`src/core/tcc_pkg.sv`:
```
// Constants and carrier types for the timer channel core.
// Assumes a 32-bit AXI4-Lite master and one clock domain.
`default_nettype none
package tcc_pkg;
    // Register indices; the byte address is four times the index.
    localparam logic [29:0] IDX_START = 30'h0fffb00;
    localparam logic [29:0] IDX_CTRL = 30'h0fffb10;
    localparam logic [29:0] IDX_MODE = 30'h0fffb11;
    localparam logic [29:0] IDX_IEN = 30'h0fffb14;
    localparam logic [29:0] IDX_STAT = 30'h0fffb15;
    localparam logic [29:0] IDX_CNT = 30'h0fffb16;
    localparam logic [29:0] IDX_GRA = 30'h0fffb18;
    localparam logic [29:0] IDX_ICLR = 30'h0fffb20;
    localparam logic [29:0] IDX_MSTP = 30'h0fffdc8;
    // Bit positions.
    localparam int RUN_BIT = 0;
    localparam int FLAG_A = 0;
    localparam int FLAG_B = 1;
    localparam int STOP_BIT = 1;
    // Field codes.
    localparam logic [2:0] CLR_A = 3'h1;
    localparam logic [2:0] CLR_B = 3'h2;
    localparam logic [1:0] EDGE_FALL = 2'h0;
    localparam logic [1:0] EDGE_RISE = 2'h1;
    localparam logic [2:0] PSC_DIV1 = 3'h0;
    localparam logic [3:0] MODE_NORMAL = 4'h0;
    // Values after reset.
    localparam logic [7:0] BYTE_RST = 8'h00;
    localparam logic [15:0] STOP_RST = 16'h0000;
    localparam logic [15:0] CNT_RST = 16'h0000;
    localparam logic [15:0] GR_RST = 16'hffff;
    localparam logic [5:0] DIV_RST = 6'h00;
    // Bus answers.
    localparam logic [1:0] RESP_OKAY = 2'h0;
    localparam logic [1:0] RESP_SLVERR = 2'h2;
    typedef struct packed {
        logic [2:0] clr;
        logic [1:0] edge_sel;
        logic [2:0] psc;
    } tcc_ctrl_type;
    typedef struct packed {
        logic [1:0] rsv;
        logic pair_b;
        logic pair_a;
        logic [3:0] mode;
    } tcc_mode_type;
endpackage
`default_nettype wire

```
`src/core/tcc_timer_channel.sv`:
```
// One 16-bit timer channel with its registers behind an AXI4-Lite slave.
// Assumes the master keeps AXI4-Lite handshakes and a single clock.
`default_nettype none
module tcc_timer_channel (
    input wire logic i_mclk,
    input wire logic i_rst,
    input wire logic [31:0] i_axi_awaddr,
    input wire logic i_axi_awvalid,
    output logic o_axi_awready,
    input wire logic [31:0] i_axi_wdata,
    input wire logic [3:0] i_axi_wstrb,
    input wire logic i_axi_wvalid,
    output logic o_axi_wready,
    output logic [1:0] o_axi_bresp,
    output logic o_axi_bvalid,
    input wire logic i_axi_bready,
    input wire logic [31:0] i_axi_araddr,
    input wire logic i_axi_arvalid,
    output logic o_axi_arready,
    output logic [31:0] o_axi_rdata,
    output logic [1:0] o_axi_rresp,
    output logic o_axi_rvalid,
    input wire logic i_axi_rready,
    output logic o_irq
);
    logic aw_have_r, aw_have_nxt, w_have_r, w_have_nxt;
    logic [29:0] wa_r, wa_nxt;
    logic [31:0] wd_r, wd_nxt, rdata_r, rdata_nxt;
    logic [3:0] ws_r, ws_nxt;
    logic awready_r, awready_nxt, wready_r, wready_nxt;
    logic bvalid_r, bvalid_nxt, arready_r, arready_nxt, rvalid_r, rvalid_nxt;
    logic [1:0] bresp_r, bresp_nxt, rresp_r, rresp_nxt;
    logic [7:0] start_r, start_nxt, ien_r, ien_nxt;
    tcc_pkg::tcc_ctrl_type ctrl_r, ctrl_nxt;
    tcc_pkg::tcc_mode_type mode_r, mode_nxt;
    logic [15:0] stop_r, stop_nxt, cnt_r, cnt_nxt;
    logic [15:0] gr_r [4];
    logic [15:0] gr_nxt [4];
    logic [1:0] flags_r, flags_nxt, armed_r, armed_nxt;
    logic [5:0] dv_r, dv_nxt;
    logic phase_r, phase_nxt, irq_r, irq_nxt, clr_hit, wr_cnt;
    logic do_wr, rd_take, stopped, phase, tick, tick_en, match_a, match_b;

    // Register indices that answer OKAY.
    function automatic logic mapped(input logic [29:0] a);
        mapped = (a == tcc_pkg::IDX_START) || (a == tcc_pkg::IDX_CTRL) ||
            (a == tcc_pkg::IDX_MODE) || (a == tcc_pkg::IDX_IEN) ||
            (a == tcc_pkg::IDX_STAT) || (a == tcc_pkg::IDX_CNT) ||
            (a == tcc_pkg::IDX_ICLR) || (a == tcc_pkg::IDX_MSTP) ||
            (a >= tcc_pkg::IDX_GRA && a < tcc_pkg::IDX_GRA + 30'h8 &&
            !a[0]);
    endfunction
    // Merges a 16-bit register with the low two write lanes.
    function automatic logic [15:0] wr16(input logic [15:0] old,
            input logic [31:0] d, input logic [3:0] s);
        wr16 = {s[1] ? d[15:8] : old[15:8], s[0] ? d[7:0] : old[7:0]};
    endfunction
    // Picks the divider bit that forms the prescaled clock.
    function automatic logic phase_of(input logic [5:0] dv,
            input logic [2:0] psc);
        case (psc)
            3'h1: phase_of = dv[1];
            3'h2: phase_of = dv[3];
            default: phase_of = dv[5];
        endcase
    endfunction
    // Handshake terms and the tick; every mode code counts normally.
    assign do_wr = aw_have_r && w_have_r && !bvalid_r;
    assign rd_take = arready_r && i_axi_arvalid;
    assign stopped = stop_r[tcc_pkg::STOP_BIT];
    assign phase = phase_of(dv_r, ctrl_r.psc);
    assign tick = (ctrl_r.psc == tcc_pkg::PSC_DIV1) ||
        (ctrl_r.edge_sel == tcc_pkg::EDGE_FALL ? phase_r && !phase :
        ctrl_r.edge_sel == tcc_pkg::EDGE_RISE ? !phase_r && phase :
        phase_r != phase);
    assign tick_en = start_r[tcc_pkg::RUN_BIT] && !stopped && tick;
    assign match_a = tick_en && (cnt_r == gr_r[0]);
    assign match_b = tick_en && (cnt_r == gr_r[1]);
    assign clr_hit = (ctrl_r.clr == tcc_pkg::CLR_B && match_b) ||
        (ctrl_r.clr == tcc_pkg::CLR_A && match_a);
    assign wr_cnt = do_wr && wa_r == tcc_pkg::IDX_CNT && |ws_r[1:0];

    // Bus slave: holds address and data, answers one cycle later.
    always_comb begin
        aw_have_nxt = aw_have_r;
        wa_nxt = wa_r;
        w_have_nxt = w_have_r;
        wd_nxt = wd_r;
        ws_nxt = ws_r;
        bvalid_nxt = bvalid_r;
        bresp_nxt = bresp_r;
        rvalid_nxt = rvalid_r;
        rresp_nxt = rresp_r;
        rdata_nxt = rdata_r;
        if (awready_r && i_axi_awvalid) begin
            aw_have_nxt = 1'b1;
            wa_nxt = i_axi_awaddr[31:2];
        end
        if (wready_r && i_axi_wvalid) begin
            w_have_nxt = 1'b1;
            wd_nxt = i_axi_wdata;
            ws_nxt = i_axi_wstrb;
        end
        if (do_wr) begin
            aw_have_nxt = 1'b0;
            w_have_nxt = 1'b0;
            bvalid_nxt = 1'b1;
            bresp_nxt = mapped(wa_r) ? tcc_pkg::RESP_OKAY :
                tcc_pkg::RESP_SLVERR;
        end else if (bvalid_r && i_axi_bready) begin
            bvalid_nxt = 1'b0;
        end
        if (rd_take) begin
            rvalid_nxt = 1'b1;
            rresp_nxt = mapped(i_axi_araddr[31:2]) ? tcc_pkg::RESP_OKAY :
                tcc_pkg::RESP_SLVERR;
            rdata_nxt = 32'h00000000;
            case (i_axi_araddr[31:2])
                tcc_pkg::IDX_START: rdata_nxt[7:0] = start_r;
                tcc_pkg::IDX_CTRL: rdata_nxt[7:0] = ctrl_r;
                tcc_pkg::IDX_MODE: rdata_nxt[7:0] = mode_r;
                tcc_pkg::IDX_IEN: rdata_nxt[7:0] = ien_r;
                tcc_pkg::IDX_STAT: rdata_nxt[1:0] = flags_r;
                tcc_pkg::IDX_CNT: rdata_nxt[15:0] = cnt_r;
                tcc_pkg::IDX_MSTP: rdata_nxt[15:0] = stop_r;
                default: begin
                    for (int i = 0; i < 4; i++) begin
                        if (i_axi_araddr[31:2] ==
                                tcc_pkg::IDX_GRA + 30'(2 * i)) begin
                            rdata_nxt[15:0] = gr_r[i];
                        end
                    end
                end
            endcase
        end else if (rvalid_r && i_axi_rready) begin
            rvalid_nxt = 1'b0;
        end
        awready_nxt = !aw_have_nxt && !bvalid_nxt;
        wready_nxt = !w_have_nxt && !bvalid_nxt;
        arready_nxt = !rvalid_nxt;
    end

    // Registers the bus slave state.
    always_ff @(posedge i_mclk or posedge i_rst) begin
        if (i_rst) begin
            aw_have_r <= 1'b0;
            w_have_r <= 1'b0;
            wa_r <= 30'h00000000;
            wd_r <= 32'h00000000;
            ws_r <= 4'h0;
            awready_r <= 1'b0;
            wready_r <= 1'b0;
            bvalid_r <= 1'b0;
            bresp_r <= tcc_pkg::RESP_OKAY;
            arready_r <= 1'b0;
            rvalid_r <= 1'b0;
            rresp_r <= tcc_pkg::RESP_OKAY;
            rdata_r <= 32'h00000000;
        end else begin
            aw_have_r <= aw_have_nxt;
            w_have_r <= w_have_nxt;
            wa_r <= wa_nxt;
            wd_r <= wd_nxt;
            ws_r <= ws_nxt;
            awready_r <= awready_nxt;
            wready_r <= wready_nxt;
            bvalid_r <= bvalid_nxt;
            bresp_r <= bresp_nxt;
            arready_r <= arready_nxt;
            rvalid_r <= rvalid_nxt;
            rresp_r <= rresp_nxt;
            rdata_r <= rdata_nxt;
        end
    end

    // Timer: counting, buffer transfers, flags, then software writes.
    always_comb begin
        start_nxt = start_r;
        ctrl_nxt = ctrl_r;
        mode_nxt = mode_r;
        ien_nxt = ien_r;
        stop_nxt = stop_r;
        cnt_nxt = cnt_r;
        gr_nxt = gr_r;
        flags_nxt = flags_r;
        armed_nxt = armed_r;
        dv_nxt = stopped ? dv_r : dv_r + 6'h01;
        phase_nxt = phase;
        if (tick_en) begin
            cnt_nxt = clr_hit ? 16'h0000 : cnt_r + 16'h0001;
        end
        if (match_a && mode_r.pair_a) begin
            gr_nxt[0] = gr_r[2];
        end
        if (match_b && mode_r.pair_b) begin
            gr_nxt[1] = gr_r[3];
        end
        if (rd_take && i_axi_araddr[31:2] == tcc_pkg::IDX_STAT) begin
            armed_nxt = armed_r | flags_r;
        end
        if (do_wr && ws_r[0] && !stopped) begin
            if (wa_r == tcc_pkg::IDX_STAT) begin
                flags_nxt = flags_r & ~(armed_r & ~wd_r[1:0]);
            end else if (wa_r == tcc_pkg::IDX_ICLR) begin
                flags_nxt = flags_r & ~(armed_r & wd_r[1:0]);
            end
        end
        flags_nxt = flags_nxt | {match_b, match_a}; // Set wins.
        armed_nxt = armed_nxt & flags_nxt;
        if (do_wr && ws_r[0]) begin
            case (wa_r)
                tcc_pkg::IDX_START: start_nxt = wd_r[7:0];
                tcc_pkg::IDX_CTRL: ctrl_nxt = wd_r[7:0];
                tcc_pkg::IDX_MODE: mode_nxt = wd_r[7:0];
                tcc_pkg::IDX_IEN: ien_nxt = wd_r[7:0];
                default: ;
            endcase
        end
        if (do_wr && wa_r == tcc_pkg::IDX_MSTP) begin
            stop_nxt = wr16(stop_r, wd_r, ws_r);
        end
        if (wr_cnt) begin
            cnt_nxt = wr16(cnt_r, wd_r, ws_r);
        end
        for (int i = 0; i < 4; i++) begin
            if (do_wr && wa_r == tcc_pkg::IDX_GRA + 30'(2 * i)) begin
                gr_nxt[i] = wr16(gr_r[i], wd_r, ws_r);
            end
        end
        irq_nxt = |(flags_r & ien_r[1:0]);
    end

    // Registers the timer state.
    always_ff @(posedge i_mclk or posedge i_rst) begin
        if (i_rst) begin
            start_r <= tcc_pkg::BYTE_RST;
            ctrl_r <= tcc_pkg::BYTE_RST;
            mode_r <= tcc_pkg::BYTE_RST;
            ien_r <= tcc_pkg::BYTE_RST;
            stop_r <= tcc_pkg::STOP_RST;
            cnt_r <= tcc_pkg::CNT_RST;
            flags_r <= 2'h0;
            armed_r <= 2'h0;
            dv_r <= tcc_pkg::DIV_RST;
            phase_r <= 1'b0;
            irq_r <= 1'b0;
        end else begin
            start_r <= start_nxt;
            ctrl_r <= ctrl_nxt;
            mode_r <= mode_nxt;
            ien_r <= ien_nxt;
            stop_r <= stop_nxt;
            cnt_r <= cnt_nxt;
            flags_r <= flags_nxt;
            armed_r <= armed_nxt;
            dv_r <= dv_nxt;
            phase_r <= phase_nxt;
            irq_r <= irq_nxt;
        end
    end
    // Registers the four general registers.
    for (genvar g = 0; g < 4; g++) begin : g_gr
        always_ff @(posedge i_mclk or posedge i_rst) begin
            if (i_rst) begin
                gr_r[g] <= tcc_pkg::GR_RST;
            end else begin
                gr_r[g] <= gr_nxt[g];
            end
        end
    end
    // Outputs come straight from flip-flops.
    assign o_axi_awready = awready_r;
    assign o_axi_wready = wready_r;
    assign o_axi_bvalid = bvalid_r;
    assign o_axi_bresp = bresp_r;
    assign o_axi_arready = arready_r;
    assign o_axi_rvalid = rvalid_r;
    assign o_axi_rresp = rresp_r;
    assign o_axi_rdata = rdata_r;
    assign o_irq = irq_r;
endmodule
`default_nettype wire

```
`config.mk`:
```
export PLATFORM = sky130hd
export DESIGN_NAME = tcc_timer_channel
export DESIGN_NICKNAME = d
export VERILOG_FILES = /design/src/core/tcc_pkg.sv /design/src/core/tcc_timer_channel.sv
export SDC_FILE = /design/constraint.sdc
export NUM_CORES = 1
export LEC_CHECK = 0
export ABC_AREA = 1
export BUFFER_PORTS_ARGS = -buffer_cell sky130_fd_sc_hd__buf_2
export CORE_MARGIN = 8
export CORE_UTILIZATION = 40
export CTS_CLUSTER_DIAMETER = 150
export CTS_CLUSTER_SIZE = 40
export DETAILED_ROUTE_END_ITERATION = 10
export SKIP_CTS_REPAIR_TIMING = 1
export SKIP_LAST_GASP = 1
export SLEW_MARGIN = 15
export SYNTH_ARGS = -nofsm -noshare
export SYNTH_HDL_FRONTEND = slang
export SYNTH_SLANG_ARGS = --single-unit
```
`constraint.sdc`:
```
create_clock -name i_mclk -period 9.75 [get_ports i_mclk]
set_input_delay 1.4625 -clock i_mclk [delete_from_list [all_inputs] [get_ports i_mclk]]
set_output_delay 1.4625 -clock i_mclk [all_outputs]
set_load 0.03 [all_outputs]
```
==> run metrics <==
status=complete, no violations; Mapped Cells=1,664; worst clock skew=0.0539 ns; Max Root-Sink Buffers=3; actual slew at the worst max-slew pin=between 1 and 1.5 ns; synthesized cell area=12,100 µm²; Die Span Y=approximately 190 µm; CP top delay family=simple AND/OR/NAND/NOR gates; Req. time, crit path=10.19 ns; Mapped Avg Cell Area=about 7.2 µm²; Hold Path Depth=1; Buf+Inv Stages, Crit Path=3; vias=between 10,000 and 15,000; die area=~36,000 µm²; Startpoint Class=input port; Setup crit end kind=flip-flop; largest net degree at the start of global routing=between 90 and 100; dpl ws=between 5 and 6 ns; unrepaired setup endpoints after global routing=no; Antenna Nets Post-Route=0; top cell type's share of synthesized area=30.9%; setup ws final=approximately 6.4 ns; Levels on crit path=13; CP max-delay cell=buf_4; Yosys reg bits=~210; GPL Wtd Cong=0.882; fin crit period=3.36 ns; Power per Cell Area=154 nW/µm²; vias in the first global route=between 10,000 and 15,000; CP arrival=3.80 ns; asr flop ratio synth=100%; Hold Path End=o_axi_arready; initial antenna violation count=0; RR Startpoint=o_axi_bvalid; DR iter-0 viols=just over 800; register area=~5400 µm²; dpl hpwl=between 20,000 and 25,000 µm; area of the multi-input gates=between 5000 and 6000 µm²; clk root buf=clkbuf_16; Final Core Density=roughly 44%; Via density=5.12; Final setup viols=0; Overall Power=approximately 2 mW; sequential share of the synthesized area=44.9%; Leakage=approximately 6.2 nW; routed wire length=between 30,000 and 40,000 µm; critical hold path startpoint=o_axi_rvalid; worst-path maximum fanout=between 60 and 70; synth top area cells=dfrtp_1 (31%), nand2_1 (16%), dfstp_2 (14%); GR Util All Layers=a little under a fifth; max-slew violation count=0; clk sinks=roughly 210; CP most frequent cell=nand2_1; share of cells above drive strength 1=approximately 14%; critical setup path kind=input port to flip-flop; Min Hold Slack=between 0.4 and 0.5 ns; Worst-path clk slew=approximately 0.16 ns; Setup TNS Final=0 ns; nets@finish=roughly 1,800; Remaining DRCs=0; VDD IR max=0.000150 V; Ant. Diodes=0; Slew HR=around a third; FF-to-FF setup slack=between 6 and 7 ns; first-pass GRT wire length=about 56,000 µm; Final Hold Viols=0; Tcrit/Tclk final=between 30 and 40%; reg2reg path depth=9; GR Overflow Total=0; Ys Warns=0; crit-path max cell delay=~0.65 ns; Tightest Hold Check Type=flip-flop to flip-flop; Synth area leader=dfrtp_1; core area=29,600 µm²; DR WL/cell=around 17 µm; starting density of the core=between 40% and 50%; Buffers on Ports=~110; CTS Buf Count=9; # H-tree levels=1; Area Overhead vs Synth=8.02%; top_reg_cell synth=dfrtp_1; Max Clk Rate=around 300 MHz; Unique masters post-synth=between 40 and 50; First-pass DRT Iterations=5; number of fill cells=3,169; Max-Cap Viols=0; width of the chip=190 µm; Ports=149; Post-synth EDFFs=0; CTS tree=yes; Skew-Pair Late Insertion Delay=~0.5 ns; site row count=63; worst r2r dst=gr_r[47]; crit-path cells=buf_2 > nand2_1 > nor2_1 > nand3_1 > nor2_4 > buf_4 > buf_4 > nand3_1 > nand3_1 > nor2_1 > nand2_1 > nand2_1 > nand2_1
synth_stat cells (all sizes together) (5+ instances only):
cell type	count
nand2	517
nand3	233
nor2	168
inv	151
dfrtp	149
o21ai	148
dfstp	64
a21oi	55
buf	55
clkbuf	30
nand4	24
xnor2	23
nor3	21
xor2	5
cell usage in the layout, fill, tap and decap left out, types with 7 or more instances in the layout:
master / count
nand4_1: 22
conb_1: 18
o21ai_1: 42
nor2_4: 7
dfstp_2: 64
buf_2: 108
nand2_1: 505
xnor2_1: 23
a21oi_1: 54
nand2_2: 11
nor3_1: 17
inv_1: 144
nor2_1: 154
nand3_1: 228
dfrtp_1: 149
o21ai_0: 106
clkbuf_16: 9
sequential cells by signal, indices dropped and copies added (netlist names), 16 cells and up:
| register | flops |
|---|---|
| gr_r | 64 |
| wa_r | 30 |
| wd_r | 16 |
| stop_r | 16 |
| cnt_r | 16 |
| o_axi_rdata | 16 |
final cells by class:
type | count | area share (%)
Clock buffer | 12 | 1.82
Multi-Input combinational cell | 1229 | 43.7
Timing Repair Buffer | 114 | 4.50
Sequential cell | 213 | 41.6
Clock inverter | 1 | 0.231
Tap cell | 390 | 3.75
Inverter | 154 | 4.50
cells by family after synthesis:
kind of cell,after synthesis,share of synthesized area (%)
AOI/OAI and AO/OA,210,8.97
xor gates and xnor gates,28,2.03
adders and majority gates,3,0.311
buffers and inverters,239,8.54
DFF,213,44.9
other,1,0.0311
and+or+nand+nor,970,35.2
power breakdown:
part	switching [mW]	leakage [nW]	total, mW	internal, mW
logic	0.363	3.44	0.465	0.102
clock network	0.292	0.126	0.472	0.179
registers	0.0697	2.63	1.06	0.994
total	0.725	6.19	2.00	1.28
per-stage QoR:
stage,instances,cell area (µm²)
global placement,2100,12800
global route,2113,13000
CTS,2113,13000
detailed placement,2100,12800
finish,2113,13000
floorplan,1681,12100
layer usage:
metal / global-route usage (%) / share of wire, % / routed length (µm) / vias up
met5: 0 / 0 / 0 / -
met4: 3.76 / 1.6 / 554 / 0
met3: 2.62 / 6.5 / 2250 / 32
met2: 28.5 / 42 / 14700 / 335
met1: 29.2 / 50 / 17400 / 5031
li1: - / - / - / 5413
worst max-delay path by stage:
stage | start | endpoint
after floorplan | i_rst | armed_r[0]
after global placement | i_axi_araddr[19] | o_axi_rdata[7]
after detailed placement | i_axi_araddr[19] | o_axi_rdata[7]
after CTS | i_axi_araddr[19] | armed_r[1]
after global routing | i_axi_araddr[19] | o_axi_rdata[1]
final | i_axi_araddr[19] | o_axi_rdata[7]
No activity file was read; power rests on OpenSTA's default activity.
